## src/rcd_pkg.sv

```systemverilog
// Summary of operation
// At each reset every cause flag whose source was active is set and every other one cleared.
// A reset forced by the debug host through the force bit leaves all cause flags cleared.
// A write to the cause flags address in the RCD_RUN state clears the watchdog counter and leaves the flags alone.
// After power-on the power-on flag (bit 7) and the low-voltage flag (bit 1) are set, others clear.
// After a low-voltage reset the power-on flag is kept, the low-voltage flag set, the rest cleared.
// Bit 6 is set when the reset came from a low level on the external reset input.
// Bit 5 is set on a watchdog timeout reset, and no such reset happens while the enable is 0.
// Bit 4 is set when reset came from an attempt to run an unimplemented or illegal instruction.
// Stop is illegal while stop is disabled, background entry is illegal while debug mode is off.
// Bit 2 is set when the clock generation module requested the reset.
// A low-voltage reset, with bit 1 set, happens only with both its enables set and a trip.
// The force register has one write-only bit in bit 0 and always reads as zero.
// User program writes to the force register are ignored; only background writes reach it.
// The debug host writing one to the force bit resets the whole chip, writing zero does nothing.
// The watchdog enable that gates watchdog resets is one after reset and zero disables it.
// Cause flags are captured at reset release and stay stable until the next reset.
package rcd_pkg;

    // ------------------------------------------------------------
    // Register map
    // ------------------------------------------------------------
    localparam logic [15:0] RCD_FLAGS_ADDR = 16'h1800;
    localparam logic [15:0] RCD_FORCE_ADDR = 16'h1801;

    // ------------------------------------------------------------
    // Field positions and reset values
    // ------------------------------------------------------------
    localparam int RCD_BIT_POR   = 7;
    localparam int RCD_BIT_PIN   = 6;
    localparam int RCD_BIT_WDOG  = 5;
    localparam int RCD_BIT_ILLEGAL_OPCODE_FLAG  = 4;
    localparam int RCD_BIT_CLK   = 2;
    localparam int RCD_BIT_LVD   = 1;
    localparam int RCD_BIT_FORCE = 0;

    localparam logic [7:0] RCD_FLAGS_POR_VAL = 8'h82;
    localparam logic [7:0] RCD_ZERO_BYTE     = 8'h00;

    // ------------------------------------------------------------
    // Timing
    // ------------------------------------------------------------
    localparam int RCD_CLK_PERIOD_NS = 50;
    localparam int RCD_RESET_HOLD_NS = 1600;
    localparam int RCD_RESET_HOLD_CYC =
        (RCD_RESET_HOLD_NS + RCD_CLK_PERIOD_NS - 1) / RCD_CLK_PERIOD_NS;

    typedef enum logic {
        RCD_RUN,
        RCD_HOLD
    } rcd_state_t;

endpackage

```

## src/rcd_reset_cause.sv

```systemverilog
`timescale 1ns/1ps
module rcd_reset_cause
    import rcd_pkg::*;
#(
    parameter int HOLD_CYC = RCD_RESET_HOLD_CYC
) (
    input  logic        ref_clk,
    input  logic        rst,
    input  logic        pin_reset_n,
    input  logic        watchdog_timeout,
    input  logic        watchdog_enable,
    input  logic        illegal_opcode,
    input  logic        stop_exec,
    input  logic        stop_enable,
    input  logic        background_entry_instruction_exec,
    input  logic        background_mode_enable,
    input  logic        clock_module_reset_req,
    input  logic        low_voltage_trip,
    input  logic        low_voltage_reset_enable,
    input  logic        low_voltage_stop_enable,
    input  logic        bus_wr,
    input  logic        bus_rd,
    input  logic        bus_from_debug,
    input  logic [15:0] bus_addr,
    input  logic [7:0]  bus_wdata,
    output logic [7:0]  bus_rdata_r,
    output logic        watchdog_clear_r,
    output logic        system_reset_r,
    output logic [7:0]  reset_cause_flags_r
);

    // ------------------------------------------------------------
    // Reset sources
    // ------------------------------------------------------------
    logic       wdog_req;
    logic       illegal_opcode_flag_req;
    logic       lvr_req;
    logic       force_req;
    logic       any_req;
    logic       sel_flags;
    logic       sel_force;
    logic [7:0] cause_now;

    assign sel_flags = (bus_addr == RCD_FLAGS_ADDR);
    assign sel_force = (bus_addr == RCD_FORCE_ADDR);

    assign wdog_req  = watchdog_timeout & watchdog_enable;
    assign illegal_opcode_flag_req  = illegal_opcode
                     | (stop_exec & ~stop_enable)
                     | (background_entry_instruction_exec & ~background_mode_enable);
    assign lvr_req   = low_voltage_trip & low_voltage_reset_enable
                     & low_voltage_stop_enable;
    assign force_req = bus_wr & bus_from_debug & sel_force
                     & bus_wdata[RCD_BIT_FORCE];
    assign any_req   = ~pin_reset_n | wdog_req | illegal_opcode_flag_req | clock_module_reset_req
                     | lvr_req | force_req;

    // Force request contributes no flag of its own
    always_comb begin
        cause_now               = RCD_ZERO_BYTE;
        cause_now[RCD_BIT_PIN]  = ~pin_reset_n;
        cause_now[RCD_BIT_WDOG] = wdog_req;
        cause_now[RCD_BIT_ILLEGAL_OPCODE_FLAG] = illegal_opcode_flag_req;
        cause_now[RCD_BIT_CLK]  = clock_module_reset_req;
        cause_now[RCD_BIT_LVD]  = lvr_req;
    end

    // ------------------------------------------------------------
    // Reset sequencer
    // ------------------------------------------------------------
    rcd_state_t  state_r;
    logic [15:0] hold_cnt_r;
    logic [7:0]  pending_r;
    logic        release_now;

    assign release_now = (state_r == RCD_HOLD) && (hold_cnt_r == 16'h0000)
                       && pin_reset_n && !lvr_req;

    always_ff @(posedge ref_clk or posedge rst) begin
        if (rst) begin
            state_r <= RCD_RUN;
        end else begin
            case (state_r)
                RCD_RUN: begin
                    if (any_req) begin
                        state_r <= RCD_HOLD;
                    end
                end
                RCD_HOLD: begin
                    if (release_now) begin
                        state_r <= RCD_RUN;
                    end
                end
                default: begin
                    state_r <= RCD_RUN;
                end
            endcase
        end
    end

    always_ff @(posedge ref_clk or posedge rst) begin
        if (rst) begin
            hold_cnt_r <= 16'h0000;
        end else if (state_r == RCD_RUN) begin
            hold_cnt_r <= 16'(HOLD_CYC - 1);
        end else if (hold_cnt_r != 16'h0000) begin
            hold_cnt_r <= hold_cnt_r - 16'h0001;
        end
    end

    // Sources seen during the reset, up to the cycle before its release, are gathered
    always_ff @(posedge ref_clk or posedge rst) begin
        if (rst) begin
            pending_r <= RCD_ZERO_BYTE;
        end else if (state_r == RCD_RUN) begin
            if (any_req) begin
                pending_r <= cause_now;
            end
        end else if (!release_now) begin
            pending_r <= pending_r | cause_now;
        end
    end

    always_ff @(posedge ref_clk or posedge rst) begin
        if (rst) begin
            system_reset_r <= 1'b0;
        end else begin
            system_reset_r <= (state_r == RCD_RUN) ? any_req : !release_now;
        end
    end

    // ------------------------------------------------------------
    // Cause flags
    // ------------------------------------------------------------
    always_ff @(posedge ref_clk or posedge rst) begin
        if (rst) begin
            reset_cause_flags_r <= RCD_FLAGS_POR_VAL;
        end else if (release_now) begin
            reset_cause_flags_r <= pending_r;
            reset_cause_flags_r[RCD_BIT_POR] <=
                pending_r[RCD_BIT_LVD] & reset_cause_flags_r[RCD_BIT_POR];
        end
    end

    // ------------------------------------------------------------
    // Register port
    // ------------------------------------------------------------
    always_ff @(posedge ref_clk or posedge rst) begin
        if (rst) begin
            watchdog_clear_r <= 1'b0;
        end else begin
            watchdog_clear_r <= bus_wr && sel_flags && (state_r == RCD_RUN);
        end
    end

    // Force register and unmapped addresses read as zero
    always_ff @(posedge ref_clk or posedge rst) begin
        if (rst) begin
            bus_rdata_r <= RCD_ZERO_BYTE;
        end else if (bus_rd && sel_flags) begin
            bus_rdata_r <= reset_cause_flags_r;
        end else begin
            bus_rdata_r <= RCD_ZERO_BYTE;
        end
    end

    // ------------------------------------------------------------
    // Checks
    // ------------------------------------------------------------
    logic first_r;

    always_ff @(posedge ref_clk or posedge rst) begin
        if (rst) begin
            first_r <= 1'b1;
        end else begin
            first_r <= 1'b0;
        end
    end

    // Length of the running reset pulse, saturating
    localparam logic [15:0] HOLD_LEN = 16'(HOLD_CYC);

    logic [15:0] hi_cnt_r;

    always_ff @(posedge ref_clk or posedge rst) begin
        if (rst) begin
            hi_cnt_r <= 16'h0000;
        end else if (!system_reset_r) begin
            hi_cnt_r <= 16'h0000;
        end else if (hi_cnt_r != 16'hffff) begin
            hi_cnt_r <= hi_cnt_r + 16'h0001;
        end
    end
endmodule // rcd_reset_cause

```

## config.mk

```make
export PLATFORM = sky130hd
export DESIGN_NAME = rcd_reset_cause
export DESIGN_NICKNAME = d
export VERILOG_FILES = /design/src/rcd_pkg.sv /design/src/rcd_reset_cause.sv
export SDC_FILE = /design/constraint.sdc
export NUM_CORES = 1
export LEC_CHECK = 0
export BUFFER_PORTS_ARGS = -buffer_cell sky130_fd_sc_hd__buf_2
export CAP_MARGIN = 10
export CORE_MARGIN = 4
export CORE_UTILIZATION = 50
export DETAILED_ROUTE_END_ITERATION = 12
export GPL_ROUTABILITY_DRIVEN = 0
export PLACE_DENSITY_LB_ADDON = 0.3
export SLEW_MARGIN = 20
export SYNTH_ARGS = -nofsm -noshare
export SYNTH_HDL_FRONTEND = slang
export SYNTH_SLANG_ARGS = --single-unit
```

## constraint.sdc

```tcl
create_clock -name ref_clk -period 2.5 [get_ports ref_clk]
set_clock_uncertainty 0.05 [all_clocks]
set_input_delay 0.5 -clock ref_clk [delete_from_list [all_inputs] [get_ports ref_clk]]
set_output_delay 0.5 -clock ref_clk [all_outputs]
set_load 0.01 [all_outputs]
```

==> reports/metrics.sh <==
NUMBER_OF_BUFFERS_ADDED_BY_THE_CLOCK_TREE_SYNTHESIS_STEP=5
REGTOREGSETUPSLACK_PS=400
DRT-INITIAL-DRC-COUNT=92
ROUTED-VIA-COUNT=1419
CLK_PIN_SLEW_PS=120
REG2REG_TO='pending_r[5]'
POST-CTS-SETUP-BUFFER-COUNT=0
TIMING.CRITICAL_PATH.SLOWEST_STAGE_CELL='sky130_fd_sc_hd__or4_4'
DRT_FIRST_PASS_ITERS=4
SLEW_VIOLATIONS=0
SYNTH_AREA_UM2=1774
CRITPATHBUFINV=0
TIMING.CRITICAL_PATH.SLOWEST_CELL_DELAY_PS=670
FIN_NETS=259
WIRE_LENGTH_OF_THE_FIRST_GLOBAL_ROUTING_PASS_UM=6541
CLOCK-SINKS=36
COMMONEST_CELLS_AFTER_ROUTING_FILL_AND_TAPS_ASIDE='sky130_fd_sc_hd__buf_2, sky130_fd_sc_hd__dfrtp_1, sky130_fd_sc_hd__and2_1'
PATH_CLASS='register to register'
CTS_MAX_LEVEL=2
YOSYS_WARNINGS=0
SYNTH_EDF_COUNT=0
FF2FF_PATH_DEPTH=5
DRT_WL_TOTAL_UM=3706
POWER.LEAKAGE_nW=1.031
N_ANTENNA_CELL=0
PLACEMENT.CELL_AREA_UM2=2081
PWR_DENSITY_CELL_nW_PER_UM2=928.8
MOSTFREQUENTLAYOUTCELL='sky130_fd_sc_hd__buf_2'
DRC=0
PIN_COUNT_OF_THE_BIGGEST_NET_ENTERING_GLOBAL_ROUTING=37
ROW_COUNT=21
SYNTH_ASYNC_SR_FLOP_SHARE=1.000
SYN2LAYOUT_AREA_GROWTH_PCT=21.79
WORSTREG2REGSTART='hold_cnt_r[13]'
SYNTH.LIB_CELLS_USED.DISTINCT=50
TIMING.FINAL.CRIT_PERIOD_PS=2104
VIAS_PER_CELL=5.375
GRT_USE_TOTAL=0.1939
SETUP.WORST_PATH.END_CLASS='register'
STDCELL_AREA_UM2=2161
CRIT_PATH_START_KIND='register'
BUFS_ON_LONGEST_CLOCK_PATH=2
PORT-BUFFER-COUNT=49
STATUS='completed'
POST_ROUTE_CELLS_DRIVE_ABOVE_1_SHARE=0.3624
POSTSYNTHREGISTERBITS=36
ANTENNA_FOUND_INITIAL=0
SYNTHTOPCELLSBYAREA='sky130_fd_sc_hd__dfrtp_1, sky130_fd_sc_hd__and2_1, sky130_fd_sc_hd__mux2_4, sky130_fd_sc_hd__dfstp_2, sky130_fd_sc_hd__xnor2_1'
GRT_PASS1_VIAS=1401
CRIT_FANOUT=10
FLOORPLAN.DIE_AREA_UM2=4566
YS.FLOP_TYPE='sky130_fd_sc_hd__dfrtp_1'
CRITICAL_PATH.CELL_CHAIN='nor3_2 > nand2_1 > or4_4 > o21ba_1 > a21o_1'
YOSYSSEQAREASHARE=0.5092
CORE_AREA_UM2=3390
CTS_RESIZED=0
DIE_X_UM=67.57
ARRIVAL_PS=2300
WL_PER_CELL_UM=14.04
UNREPAIRED_SETUP_ENDPOINTS_AFTER_GLOBAL_ROUTING='no'
FIN_TOTAL_PWR_W=0.002007
CRIT_FAMILY='simple AND/OR/NAND/NOR gates'
FMAX_MHz=475.2
FINALHOLDVIOLCOUNT=0
MAXCAPVIOLCOUNT=0
CLKLATENCYLATEPIN_PS=340
DP_HPWL_UM=2797
FINAL_ANTENNA_NET_COUNT=0
FILLERS=286
CLOCK_ROOT_BUFFER='sky130_fd_sc_hd__clkbuf_4'
SYNTH_LARGEST_AREA_CELL='sky130_fd_sc_hd__dfrtp_1'
DIE_H_UM=67.57
OVERFLOW=0
POSTSYNTHAREAPERCELL_UM2=11.09
CTS_TREE='done'
HOLD_FIX_BUFFER_COUNT_AFTER_CTS=0
TOP_LEVEL_PORTS=59
HP-CLASS='input pin to asynchronous set/reset pin'
CRIT_REQUIRED_PS=2690
SYNTH_TOP_CELL_AREA_SHARE=0.4795
MIN_PERIOD_OVER_PERIOD=0.8418
SETUP_VIOL=0
FIN_SETUP_TNS_PS=0
STARTING_UTILIZATION_OF_THE_CORE_AREA=0.5234
VDD_DROP_MAX_uV=364.4
POST_SYNTH_INST_COUNT=160
## state kept, by name, indices dropped and copies added (netlist names)
signal / flops
state_r: 1
bus_rdata_r: 7
watchdog_clear_r: 1
hold_cnt_r: 16
pending_r: 5
reset_cause_flags_r: 6
## report_power, final
part           leakage (nW)  internal [W]  switching, W
Clock                0.0412      0.000208      0.000206
Combinational         0.556      0.000335      0.000316
Sequential            0.433      0.000746      0.000196
Total                  1.03       0.00129      0.000717
## layer usage
| metal | GRT usage | vias up | wire, um |
|---|---|---|---|
| met5 | 0 | - | 0 |
| met4 | 0.09114 | 0 | 75 |
| met1 | 0.2495 | 683 | 1636 |
| met2 | 0.3074 | 46 | 1768 |
| met3 | 0.04493 | 7 | 225 |
| li1 | - | 683 | - |
## cell usage after synthesis (all sizes together), types with 2 or more instances
master and number:
or3 2, mux2i 3, nor4 5, xnor2 5, o2111ai 2, nand2 11
o21ai 5, nor2 8, o21ba 2, mux2 5, inv 6, a211oi 2
nor2b 3, nand3 4, or4 3, a21bo 2, clkbuf 2, nor3b 3
nor4b 2, o21a 2, and2 14, a21oi 2, dfrtp 34, o211ai 2
nor3 5, buf 4, a21boi 2, nand4 3, dfstp 2
## metrics by stage
stage                     hold slack, ps  cells  worst slack [ps]    util
after global routing               210.7    264             218.0  0.6375
after floorplan                    413.1    162             492.4       -
after CTS                          194.8    264             405.5  0.6375
after global placement             400.1    256             431.0  0.6139
final                              187.6    264             395.5  0.6375
after detailed placement           408.9    256             420.4  0.6139
## cells by family (layout without fill, tap and decap cells)
family | count (synthesis) | after routing | synth area share
fa+ha+maj | 1 | 1 | 0.007051
mux | 8 | 8 | 0.05924
buf+inv | 12 | 68 | 0.03597
other cells | 1 | 3 | 0.002114
simple gates | 67 | 67 | 0.2341
compound gates | 29 | 29 | 0.1227
flops | 36 | 36 | 0.5092
xor+xnor | 6 | 6 | 0.02962
## how the worst max path moves through the flow
stage	startpoint	end	slack [ps]	cells after the start
after floorplan	hold_cnt_r[10]	pending_r[5]	490	6
after detailed placement	hold_cnt_r[13]	pending_r[5]	420	5
after CTS	hold_cnt_r[13]	pending_r[5]	410	5
after global placement	hold_cnt_r[1]	hold_cnt_r[13]	430	5
final	hold_cnt_r[13]	pending_r[5]	400	5
after global routing	hold_cnt_r[0]	hold_cnt_r[14]	220	8
## worst reg2reg max path, cell delays in order, from the launching register on
cell                      delay (ps)
sky130_fd_sc_hd__dfrtp_1         440
sky130_fd_sc_hd__nor3_2          330
sky130_fd_sc_hd__nand2_1         170
sky130_fd_sc_hd__or4_4           670
sky130_fd_sc_hd__o21ba_1         210
sky130_fd_sc_hd__a21o_1          140
## final cells by class
class,instances,area (um^2),share of cell area
repair buffers,54,282.8,0.1309
inverters,6,22.52,0.01042
clock inverters,3,42.54,0.01969
multi-input cells,114,814.5,0.3770
flip-flops and latches,36,903.4,0.4181
well taps,46,57.56,0.02664
clock buffers,5,37.54,0.01737
Power figures use the tool's default switching activity.
